[src/pkg/vpi_regs.svh]
`ifndef VPI_REGS_SVH
`define VPI_REGS_SVH

// Register numbers with a fixed meaning in the register file.
`define VPI_ZERO_REG  6'h00
`define VPI_LINK_REG  6'h3F

// Operation latency classes.
`define VPI_LAT_ONE   2'h1
`define VPI_LAT_TWO   2'h2
`define VPI_LAT_THREE 2'h3

// Cycles between a link register write and a shadow dependent operation.
`define VPI_LINK_LAT  3'h4

`endif

[src/pkg/vpi_pkg.sv]
package vpi_pkg;

   // Control class of a bundle as seen by decode.
   typedef enum logic [2:0] {
      VPI_OP_PLAIN   = 3'h0,
      VPI_OP_BRANCH  = 3'h1,
      VPI_OP_LINKBR  = 3'h2,
      VPI_OP_RFI     = 3'h3,
      VPI_OP_PSWMASK = 3'h4,
      VPI_OP_SYNCINS = 3'h5
   } vpi_kind_t;

   // Operand source chosen at the start of the first execute stage.
   typedef enum logic [1:0] {
      VPI_BYP_RF  = 2'h0,
      VPI_BYP_EX2 = 2'h1,
      VPI_BYP_WB  = 2'h2,
      VPI_BYP_RET = 2'h3
   } vpi_byp_t;

   // Fetch gate after a taken branch.
   typedef enum logic [1:0] {
      VPI_FG_OPEN = 2'b01,
      VPI_FG_LINE = 2'b10
   } vpi_fgate_t;

   // Contents of one pipeline stage.
   typedef struct packed {
      logic        v;
      logic [5:0]  dest;
      logic [5:0]  src_a;
      logic [5:0]  src_b;
      logic [1:0]  lat;
      logic        wload;
      vpi_kind_t   kind;
   } vpi_stage_t;

endpackage : vpi_pkg

[src/hdl/vpi_src_check.sv]
`timescale 1ns/10ps
`default_nettype none
`include "vpi_regs.svh"

module vpi_src_check (
   input  wire logic            en,
   input  wire logic [5:0]      src,
   input  wire logic            ex1_v,
   input  wire logic [5:0]      ex1_dest,
   input  wire logic [1:0]      ex1_lat,
   input  wire logic            ex2_v,
   input  wire logic [5:0]      ex2_dest,
   input  wire logic [1:0]      ex2_lat,
   input  wire logic            wb_v,
   input  wire logic [5:0]      wb_dest,
   output logic                 stall,
   output vpi_pkg::vpi_byp_t    sel
);
   import vpi_pkg::*;

   logic hit1;
   logic hit2;
   logic hit3;

   always_comb begin
      hit1  = en && ex1_v && (ex1_dest == src) && (src != `VPI_ZERO_REG);
      hit2  = en && ex2_v && (ex2_dest == src) && (src != `VPI_ZERO_REG);
      hit3  = en && wb_v && (wb_dest == src) && (src != `VPI_ZERO_REG);
      stall = 1'b0;
      sel   = VPI_BYP_RF;
      // Nearest producer wins; a result not yet ready stalls the reader.
      if (hit1) begin
         stall = (ex1_lat != `VPI_LAT_ONE);
         sel   = VPI_BYP_EX2;
      end else if (hit2) begin
         stall = (ex2_lat == `VPI_LAT_THREE);
         sel   = VPI_BYP_WB;
      end else if (hit3) begin
         sel   = VPI_BYP_RET;
      end
   end

endmodule : vpi_src_check

`default_nettype wire

[src/hdl/vpi_link_guard.sv]
`timescale 1ns/10ps
`default_nettype none
`include "vpi_regs.svh"

module vpi_link_guard (
   input  wire logic ref_clk,
   input  wire logic resetn,
   input  wire logic load,
   output logic      busy
);
   import vpi_pkg::*;

   logic [2:0] cnt_reg;
   logic [2:0] cnt_next;

   always_comb begin
      if (load) begin
         cnt_next = `VPI_LINK_LAT;
      end else if (cnt_reg != 3'h0) begin
         cnt_next = cnt_reg - 3'h1;
      end else begin
         cnt_next = 3'h0;
      end
      busy = (cnt_reg != 3'h0);
   end

   always_ff @(posedge ref_clk) begin
      if (!resetn) begin
         cnt_reg <= 3'h0;
      end else begin
         cnt_reg <= cnt_next;
      end
   end

endmodule : vpi_link_guard

`default_nettype wire

[src/hdl/vpi_pipe_ctrl.sv]
// What this block does
// - Six stages: fetch, decode, read, execute one, execute two, writeback.
// - Fetch hands syllables assembled into bundles to decode.
// - Decode resolves and executes branches before register read.
// - Register files are read in the stage before execute one.
// - Operations start in execute one with operands from file or bypass.
// - Results and state are committed only at the end of writeback.
// - Loads, divides and remainders over three cycles freeze the whole pipeline.
// - Results produced before writeback are forwarded to later operations.
// - Logic ops take one cycle, arithmetic one to three.
// - Loads and stores take three cycles and stall for slow memory.
// - Every latency is enforced by stalls, except saved-register stores before return.
// - Untaken branches cost nothing; taken branches stall exactly one cycle.
// - A taken target crossing a cache line adds one more stall.
// - A taken branch discards unexecuted operations held in fetch.
// - Returns and link-register jumps use the speculative link shadow.
// - Four cycles of interlock between link register write and shadow use.
// - Only one-cycle ops and word loads may write the link register.
// - Return, status-mask update and instruction sync drain the whole pipeline.
`timescale 1ns/10ps
`default_nettype none
`include "vpi_regs.svh"

module vpi_pipe_ctrl (
   input  wire logic                ref_clk,
   input  wire logic                resetn,
   input  wire logic                fch_valid,
   input  wire logic [5:0]          fch_dest,
   input  wire logic [5:0]          fch_src_a,
   input  wire logic [5:0]          fch_src_b,
   input  wire logic [1:0]          fch_lat,
   input  wire logic                fch_word_load,
   input  wire vpi_pkg::vpi_kind_t  fch_kind,
   input  wire logic                br_taken,
   input  wire logic                br_line_cross,
   input  wire logic                long_busy,
   output logic                     fch_take,
   output logic                     fch_flush,
   output logic                     rd_valid,
   output logic                     ex1_valid,
   output logic                     ex2_valid,
   output logic                     wb_valid,
   output vpi_pkg::vpi_byp_t        byp_a,
   output vpi_pkg::vpi_byp_t        byp_b,
   output logic                     rf_we,
   output logic [5:0]               rf_waddr,
   output logic                     pipe_stalled,
   output logic                     bad_link_write
);
   import vpi_pkg::*;

   ////////////////////////////////////////////////////////////////////////////
   // Stage registers and their next values.
   vpi_stage_t dec_reg, dec_next;
   vpi_stage_t rd_reg,  rd_next;
   vpi_stage_t ex1_reg, ex1_next;
   vpi_stage_t ex2_reg, ex2_next;
   vpi_stage_t wb_reg,  wb_next;
   vpi_fgate_t fg_reg,  fg_next;
   vpi_byp_t   byp_a_reg, byp_a_next;
   vpi_byp_t   byp_b_reg, byp_b_next;
   logic       we_reg,   we_next;
   logic [5:0] wa_reg,   wa_next;
   logic       stl_reg,  stl_next;
   logic       bad_reg,  bad_next;

   ////////////////////////////////////////////////////////////////////////////
   // Hazard signals.
   vpi_stage_t fetched;
   vpi_byp_t   sel_a;
   vpi_byp_t   sel_b;
   logic       stall_a;
   logic       stall_b;
   logic       lnk_busy;
   logic       lnk_load;
   logic       hold_all;
   logic       haz;
   logic       rd_hold;
   logic       dec_hold;
   logic       dec_slr;
   logic       dec_drain;
   logic       link_wait;
   logic       drain_wait;
   logic       dec_is_br;
   logic       br_fire;
   logic       wb_link_ok;

   vpi_src_check u_chk_a (
      .en       (rd_reg.v),
      .src      (rd_reg.src_a),
      .ex1_v    (ex1_reg.v),
      .ex1_dest (ex1_reg.dest),
      .ex1_lat  (ex1_reg.lat),
      .ex2_v    (ex2_reg.v),
      .ex2_dest (ex2_reg.dest),
      .ex2_lat  (ex2_reg.lat),
      .wb_v     (wb_reg.v),
      .wb_dest  (wb_reg.dest),
      .stall    (stall_a),
      .sel      (sel_a)
   );

   vpi_src_check u_chk_b (
      .en       (rd_reg.v),
      .src      (rd_reg.src_b),
      .ex1_v    (ex1_reg.v),
      .ex1_dest (ex1_reg.dest),
      .ex1_lat  (ex1_reg.lat),
      .ex2_v    (ex2_reg.v),
      .ex2_dest (ex2_reg.dest),
      .ex2_lat  (ex2_reg.lat),
      .wb_v     (wb_reg.v),
      .wb_dest  (wb_reg.dest),
      .stall    (stall_b),
      .sel      (sel_b)
   );

   vpi_link_guard u_link (
      .ref_clk (ref_clk),
      .resetn  (resetn),
      .load    (lnk_load),
      .busy    (lnk_busy)
   );

   ////////////////////////////////////////////////////////////////////////////
   // Stall, branch and drain decisions.
   always_comb begin
      fetched.v     = 1'b1;
      fetched.dest  = fch_dest;
      fetched.src_a = fch_src_a;
      fetched.src_b = fch_src_b;
      fetched.lat   = fch_lat;
      fetched.wload = fch_word_load;
      fetched.kind  = fch_kind;
      hold_all   = long_busy;
      haz        = stall_a || stall_b;
      rd_hold    = hold_all || haz;
      dec_slr    = dec_reg.v && ((dec_reg.kind == VPI_OP_LINKBR) || (dec_reg.kind == VPI_OP_RFI));
      link_wait  = dec_slr && (lnk_busy || (rd_reg.v && (rd_reg.dest == `VPI_LINK_REG)));
      dec_drain  = dec_reg.v && ((dec_reg.kind == VPI_OP_RFI) || (dec_reg.kind == VPI_OP_PSWMASK) ||
                                 (dec_reg.kind == VPI_OP_SYNCINS));
      drain_wait = dec_drain && (rd_reg.v || ex1_reg.v || ex2_reg.v || wb_reg.v);
      dec_hold   = rd_hold || link_wait || drain_wait;
      dec_is_br  = (dec_reg.kind == VPI_OP_BRANCH) || (dec_reg.kind == VPI_OP_LINKBR);
      br_fire    = dec_reg.v && !dec_hold && ((dec_is_br && br_taken) || (dec_reg.kind == VPI_OP_RFI));
      fch_flush  = br_fire;
      fch_take   = fch_valid && !dec_hold && !br_fire && (fg_reg == VPI_FG_OPEN);
      lnk_load   = rd_reg.v && !rd_hold && (rd_reg.dest == `VPI_LINK_REG);
      wb_link_ok = (wb_reg.lat == `VPI_LAT_ONE) || wb_reg.wload;
   end

   ////////////////////////////////////////////////////////////////////////////
   // Next state of the pipeline.
   always_comb begin
      fg_next = fg_reg;
      case (fg_reg)
         VPI_FG_OPEN: begin
            if (br_fire && br_line_cross) begin
               fg_next = VPI_FG_LINE;
            end
         end
         VPI_FG_LINE: begin
            fg_next = VPI_FG_OPEN;
         end
         default: begin
            fg_next = VPI_FG_OPEN;
         end
      endcase
      wb_next  = hold_all ? wb_reg : ex2_reg;
      ex2_next = hold_all ? ex2_reg : ex1_reg;
      if (hold_all) begin
         ex1_next = ex1_reg;
      end else if (haz) begin
         ex1_next = '0;
      end else begin
         ex1_next = rd_reg;
      end
      if (rd_hold) begin
         rd_next = rd_reg;
      end else if (dec_reg.v && !dec_hold) begin
         rd_next = dec_reg;
      end else begin
         rd_next = '0;
      end
      if (dec_hold) begin
         dec_next = dec_reg;
      end else if (fch_take) begin
         dec_next = fetched;
      end else begin
         dec_next = '0;
      end
      byp_a_next = hold_all ? byp_a_reg : (haz ? VPI_BYP_RF : sel_a);
      byp_b_next = hold_all ? byp_b_reg : (haz ? VPI_BYP_RF : sel_b);
      we_next    = wb_reg.v && !hold_all && (wb_reg.dest != `VPI_ZERO_REG) &&
                   ((wb_reg.dest != `VPI_LINK_REG) || wb_link_ok);
      wa_next    = wb_reg.dest;
      bad_next   = wb_reg.v && !hold_all && (wb_reg.dest == `VPI_LINK_REG) && !wb_link_ok;
      stl_next   = dec_hold || br_fire || (fg_reg == VPI_FG_LINE);
   end

   always_ff @(posedge ref_clk) begin
      if (!resetn) begin
         fg_reg    <= VPI_FG_OPEN;
         dec_reg   <= '0;
         rd_reg    <= '0;
         ex1_reg   <= '0;
         ex2_reg   <= '0;
         wb_reg    <= '0;
         byp_a_reg <= VPI_BYP_RF;
         byp_b_reg <= VPI_BYP_RF;
         we_reg    <= 1'b0;
         wa_reg    <= 6'h00;
         stl_reg   <= 1'b0;
         bad_reg   <= 1'b0;
      end else begin
         fg_reg    <= fg_next;
         dec_reg   <= dec_next;
         rd_reg    <= rd_next;
         ex1_reg   <= ex1_next;
         ex2_reg   <= ex2_next;
         wb_reg    <= wb_next;
         byp_a_reg <= byp_a_next;
         byp_b_reg <= byp_b_next;
         we_reg    <= we_next;
         wa_reg    <= wa_next;
         stl_reg   <= stl_next;
         bad_reg   <= bad_next;
      end
   end

   assign rd_valid       = rd_reg.v;
   assign ex1_valid      = ex1_reg.v;
   assign ex2_valid      = ex2_reg.v;
   assign wb_valid       = wb_reg.v;
   assign byp_a          = byp_a_reg;
   assign byp_b          = byp_b_reg;
   assign rf_we          = we_reg;
   assign rf_waddr       = wa_reg;
   assign pipe_stalled   = stl_reg;
   assign bad_link_write = bad_reg;
endmodule : vpi_pipe_ctrl

`default_nettype wire

[config.mk]
export PLATFORM = sky130hd
export DESIGN_NAME = vpi_pipe_ctrl
export DESIGN_NICKNAME = d
export VERILOG_FILES = /design/src/pkg/vpi_pkg.sv /design/src/hdl/vpi_src_check.sv /design/src/hdl/vpi_link_guard.sv /design/src/hdl/vpi_pipe_ctrl.sv
export VERILOG_INCLUDE_DIRS = /design/src /design/src/pkg
export SDC_FILE = /design/constraint.sdc
export NUM_CORES = 1
export LEC_CHECK = 0
export ABC_AREA = 1
export BUFFER_PORTS_ARGS = -buffer_cell sky130_fd_sc_hd__buf_2
export CAP_MARGIN = 20
export CORE_UTILIZATION = 50
export DETAILED_ROUTE_END_ITERATION = 16
export GPL_TIMING_DRIVEN = 0
export PLACE_DENSITY = 0.7
export SKIP_CTS_REPAIR_TIMING = 1
export SYNTH_ARGS = -nofsm -noshare
export SYNTH_HDL_FRONTEND = slang
export SYNTH_HIERARCHICAL = 1
export SYNTH_SLANG_ARGS = --single-unit
[constraint.sdc]
create_clock -name ref_clk -period 2.6 [get_ports ref_clk]
set_input_delay 0.52 -clock ref_clk [delete_from_list [all_inputs] [get_ports ref_clk]]
set_output_delay 0.52 -clock ref_clk [all_outputs]
set_load 0.005 [all_outputs]
==> flow_summary_export.csv <==
group,metric,value,unit
critical_path,crit_path_cell_trace,"nor2_2 -> nand2_1 -> nor2_1 -> nor2_2 -> nand3_2 -> inv_2 -> nand2_1 -> nand2_1 -> or2_4 -> nor2_8 -> nand2_4 -> nor2_8 -> nand2_4 -> nor2_4 -> buf_2",
logic_synthesis,syn_inst,639,
power,p_sw,0.710,mW
timing,whs,0.382,ns
detailed_routing,drtIter0Drc,184,
floorplanning,row_count,34,
global_route,overflow,0,
critical_path,path_max_fanout,7,
timing,hold_viol,0,
logic_synthesis,synth_cell_types,34,
cts,h-tree-depth,3,
timing,setup_ws,-0.231,ns
power,power_density,523,nW/um2
timing,slew_viol_final,0,
layout,fin_nets,742,
logic_synthesis,synth_area_per_cell,7.03,um2
power,total_power,2.74,mW
power,power_frac_comb,9.7,%
timing,setup_violations,2,
cts,clkSinkCount,95,
timing,post-route-period-util,109,%
timing,period_needed,2.83,ns
timing,max_slew.worst_pin.slew,0.525,ns
layout,final_common_cell,"nand2_1",
flow_run,maxCapViolations,0,
layout,antennaDiodeCount,0,
critical_path,setup.worst_path.class,"reg -> out",
placed_design,place_congestion,0.879,
critical_path,cp-end-kind,"primary output",
status,status,"complete, but fails checks",
critical_path,cpPeakStageDelay,0.38,ns
detailed_routing,detail-route-antenna-nets,0,
global_route,antenna_found_initial,0,
logic_synthesis,netlist_area,4490,um2
critical_path,reg2reg_slack,0.25,ns
cts,clock_latency,0.37,ns
status,violations,"negative setup slack",
logic_synthesis,ys.warnings.count,6,
layout,final_cell_mix,"nand2_1, dfxtp_1, a21oi_1, nor2_1, inv_1",
global_route,grt_usage,24.6,%
detailed_routing,routed_via_density,5.12,
floorplanning,io_pins,49,
cts,clkSlewWorstSetupHoldPaths,0.09,ns
floorplanning,die_w,96.8,um
critical_path,worstPathRequired,2.08,ns
layout,final_layout_size_suffix_gt1_share,23.3,%
power,switching_share,25.9,%
cts,clockRootBuffer,"clkbuf_8",
logic_synthesis,synth_nets,672,
global_route,grt_pass1_vias,3928,
power,p_seq_share,55.8,%
critical_path,worst_path_max_delay_cell,"dfxtp_4",
detailed_routing,finalWirelength,11.0,mm
cts,cts_tree,"built",
timing,slew_headroom,65.0,%
detailed_routing,post-route-drc-count,0,
logic_synthesis,ys_seq_area_share,42.3,%
power,clockPowerShare,34.4,%
cts,cts_made_buffers,9,
layout,largest_reg_flops,25,
layout,area_delta_synth_final,16.5,%
timing,rsz0062_at_grt,"true",
detailed_routing,dr.pass1.iters,4,
global_route,grt_max_degree,16,
timing,clock-skew-final,0.0139,ns
worst_hold_path,hold_class,"in -> reg",
power,internal_power,2.03,mW
floorplanning,core,8720,um2
critical_path,cp_common_cell,"nand2_1",
floorplanning,initial_core_util,51.5,%
power,leakage,2.12,nW
placed_design,port_buffers,48,
placed_design,dp_hpwl,8.32,mm
critical_path,crit_arrival,2.31,ns
power,ir_drop,0.322,mV
logic_synthesis,synth_seq_cells,95,
floorplanning,die_h,96.8,um
detailed_routing,wl_per_cell,13.4,um
cts,cts_buffer_depth,2,
global_route,grt_pass1_wl,18.7,mm
critical_path,crit_path_start_kind,"flip-flop",
detailed_routing,vias,4207,
timing,max_freq,0.353,GHz
floorplanning,die_area,9370,um2
-- cell type report --
type | count | area (um2)
clock inverters | 5 | 58.8
flip-flops and latches | 95 | 1950
inverters | 80 | 304
multi-input cells | 434 | 2190
well taps | 108 | 135
clock buffers | 10 | 128
fillers | 857 | 3480
repair buffers | 59 | 323
plain buffers | 30 | 144
-- per-layer routing --
metal	routed length, um	global-route usage [%]
met1	5050	31.7
met3	470	3.32
met4	241	9.87
met5	0	0
met2	5220	41.7
-- power groups by stage --
stage / Clock [mW] / Sequential [mW] / Combinational (mW)
after floorplan: 0 / 1.56 / 0.176
final: 0.943 / 1.53 / 0.267
after global routing: 1.01 / 1.54 / 0.306
after CTS: 0.961 / 1.54 / 0.257
after global placement: 0 / 1.57 / 0.248
after detailed placement: 0 / 1.57 / 0.255
-- cells in the mapped netlist (all sizes together) --
| cell type | n | area, um2 |
|---|---|---|
| nand3 | 20 | 115 |
| inv | 74 | 278 |
| nand2 | 185 | 729 |
| a21oi | 77 | 434 |
| o21ai | 25 | 125 |
| nor2 | 82 | 355 |
| ha | 3 | 37.5 |
| o211ai | 1 | 7.51 |
| o2111ai | 24 | 210 |
| dfxtp | 95 | 1900 |
| nand4 | 2 | 12.5 |
| o21a | 1 | 7.51 |
| buf | 12 | 76.3 |
| or2 | 2 | 15.0 |
| xnor2 | 8 | 70.1 |
| clkbuf | 18 | 67.6 |
| nor4 | 2 | 12.5 |
| a211oi | 1 | 7.51 |
| clkinv | 6 | 23.8 |
| and2 | 1 | 6.26 |
-- metrics by stage --
stage | instances | worst slack [ns] | area [um2] | setup TNS [ns] | utilization [%]
2_1_floorplan | 639 | 0.338 | 4490 | 0 | -
3_3_place_gp | 795 | -0.103 | 4870 | -0.128 | 55.8
3_5_place_dp | 795 | -0.145 | 4870 | -0.208 | 55.8
4_1_cts | 810 | -0.546 | 5050 | -1.01 | 58.0
5_1_grt | 821 | -0.375 | 5240 | -0.743 | 60.0
6_report | 821 | -0.231 | 5240 | -0.461 | 60.0
-- worst max-delay path, delay by kind of cell, from the launching register on --
| kind | cells | cell delay, ns |
|---|---|---|
| buffers and inverters | 2 | 0.16 |
| and+or+nand+nor | 13 | 1.42 |
| DFF | 1 | 0.38 |
-- kinds of logic (layout without fill, tap and decap cells) --
kind of cell / Yosys count / count (layout) / synth area share [%]
AND/OR/NAND/NOR: 294 / 294 / 27.7
AO/OA/AOI/OAI: 129 / 129 / 17.6
buffers and inverters: 110 / 184 / 9.91
flip-flops: 95 / 95 / 42.3
XOR/XNOR: 8 / 8 / 1.56
adder cells (fa/ha/maj): 3 / 3 / 0.836
-- path summary, 6_finish.rpt --
check	start	to	cells past startpoint
setup / recovery	rd_reg[11]$_SDFFE_PN0N_	fch_flush	15
hold / removal	br_line_cross	fg_reg[0]$_SDFFE_PN1P_	2
setup reg to reg	rd_reg[11]$_SDFFE_PN0N_	dec_reg[9]$_SDFFE_PN0N_	17
hold reg to reg	u_link/cnt_reg[0]$_SDFF_PP0_	u_link/cnt_reg[0]$_SDFF_PP0_	1
(Power assumes the default switching activity.)
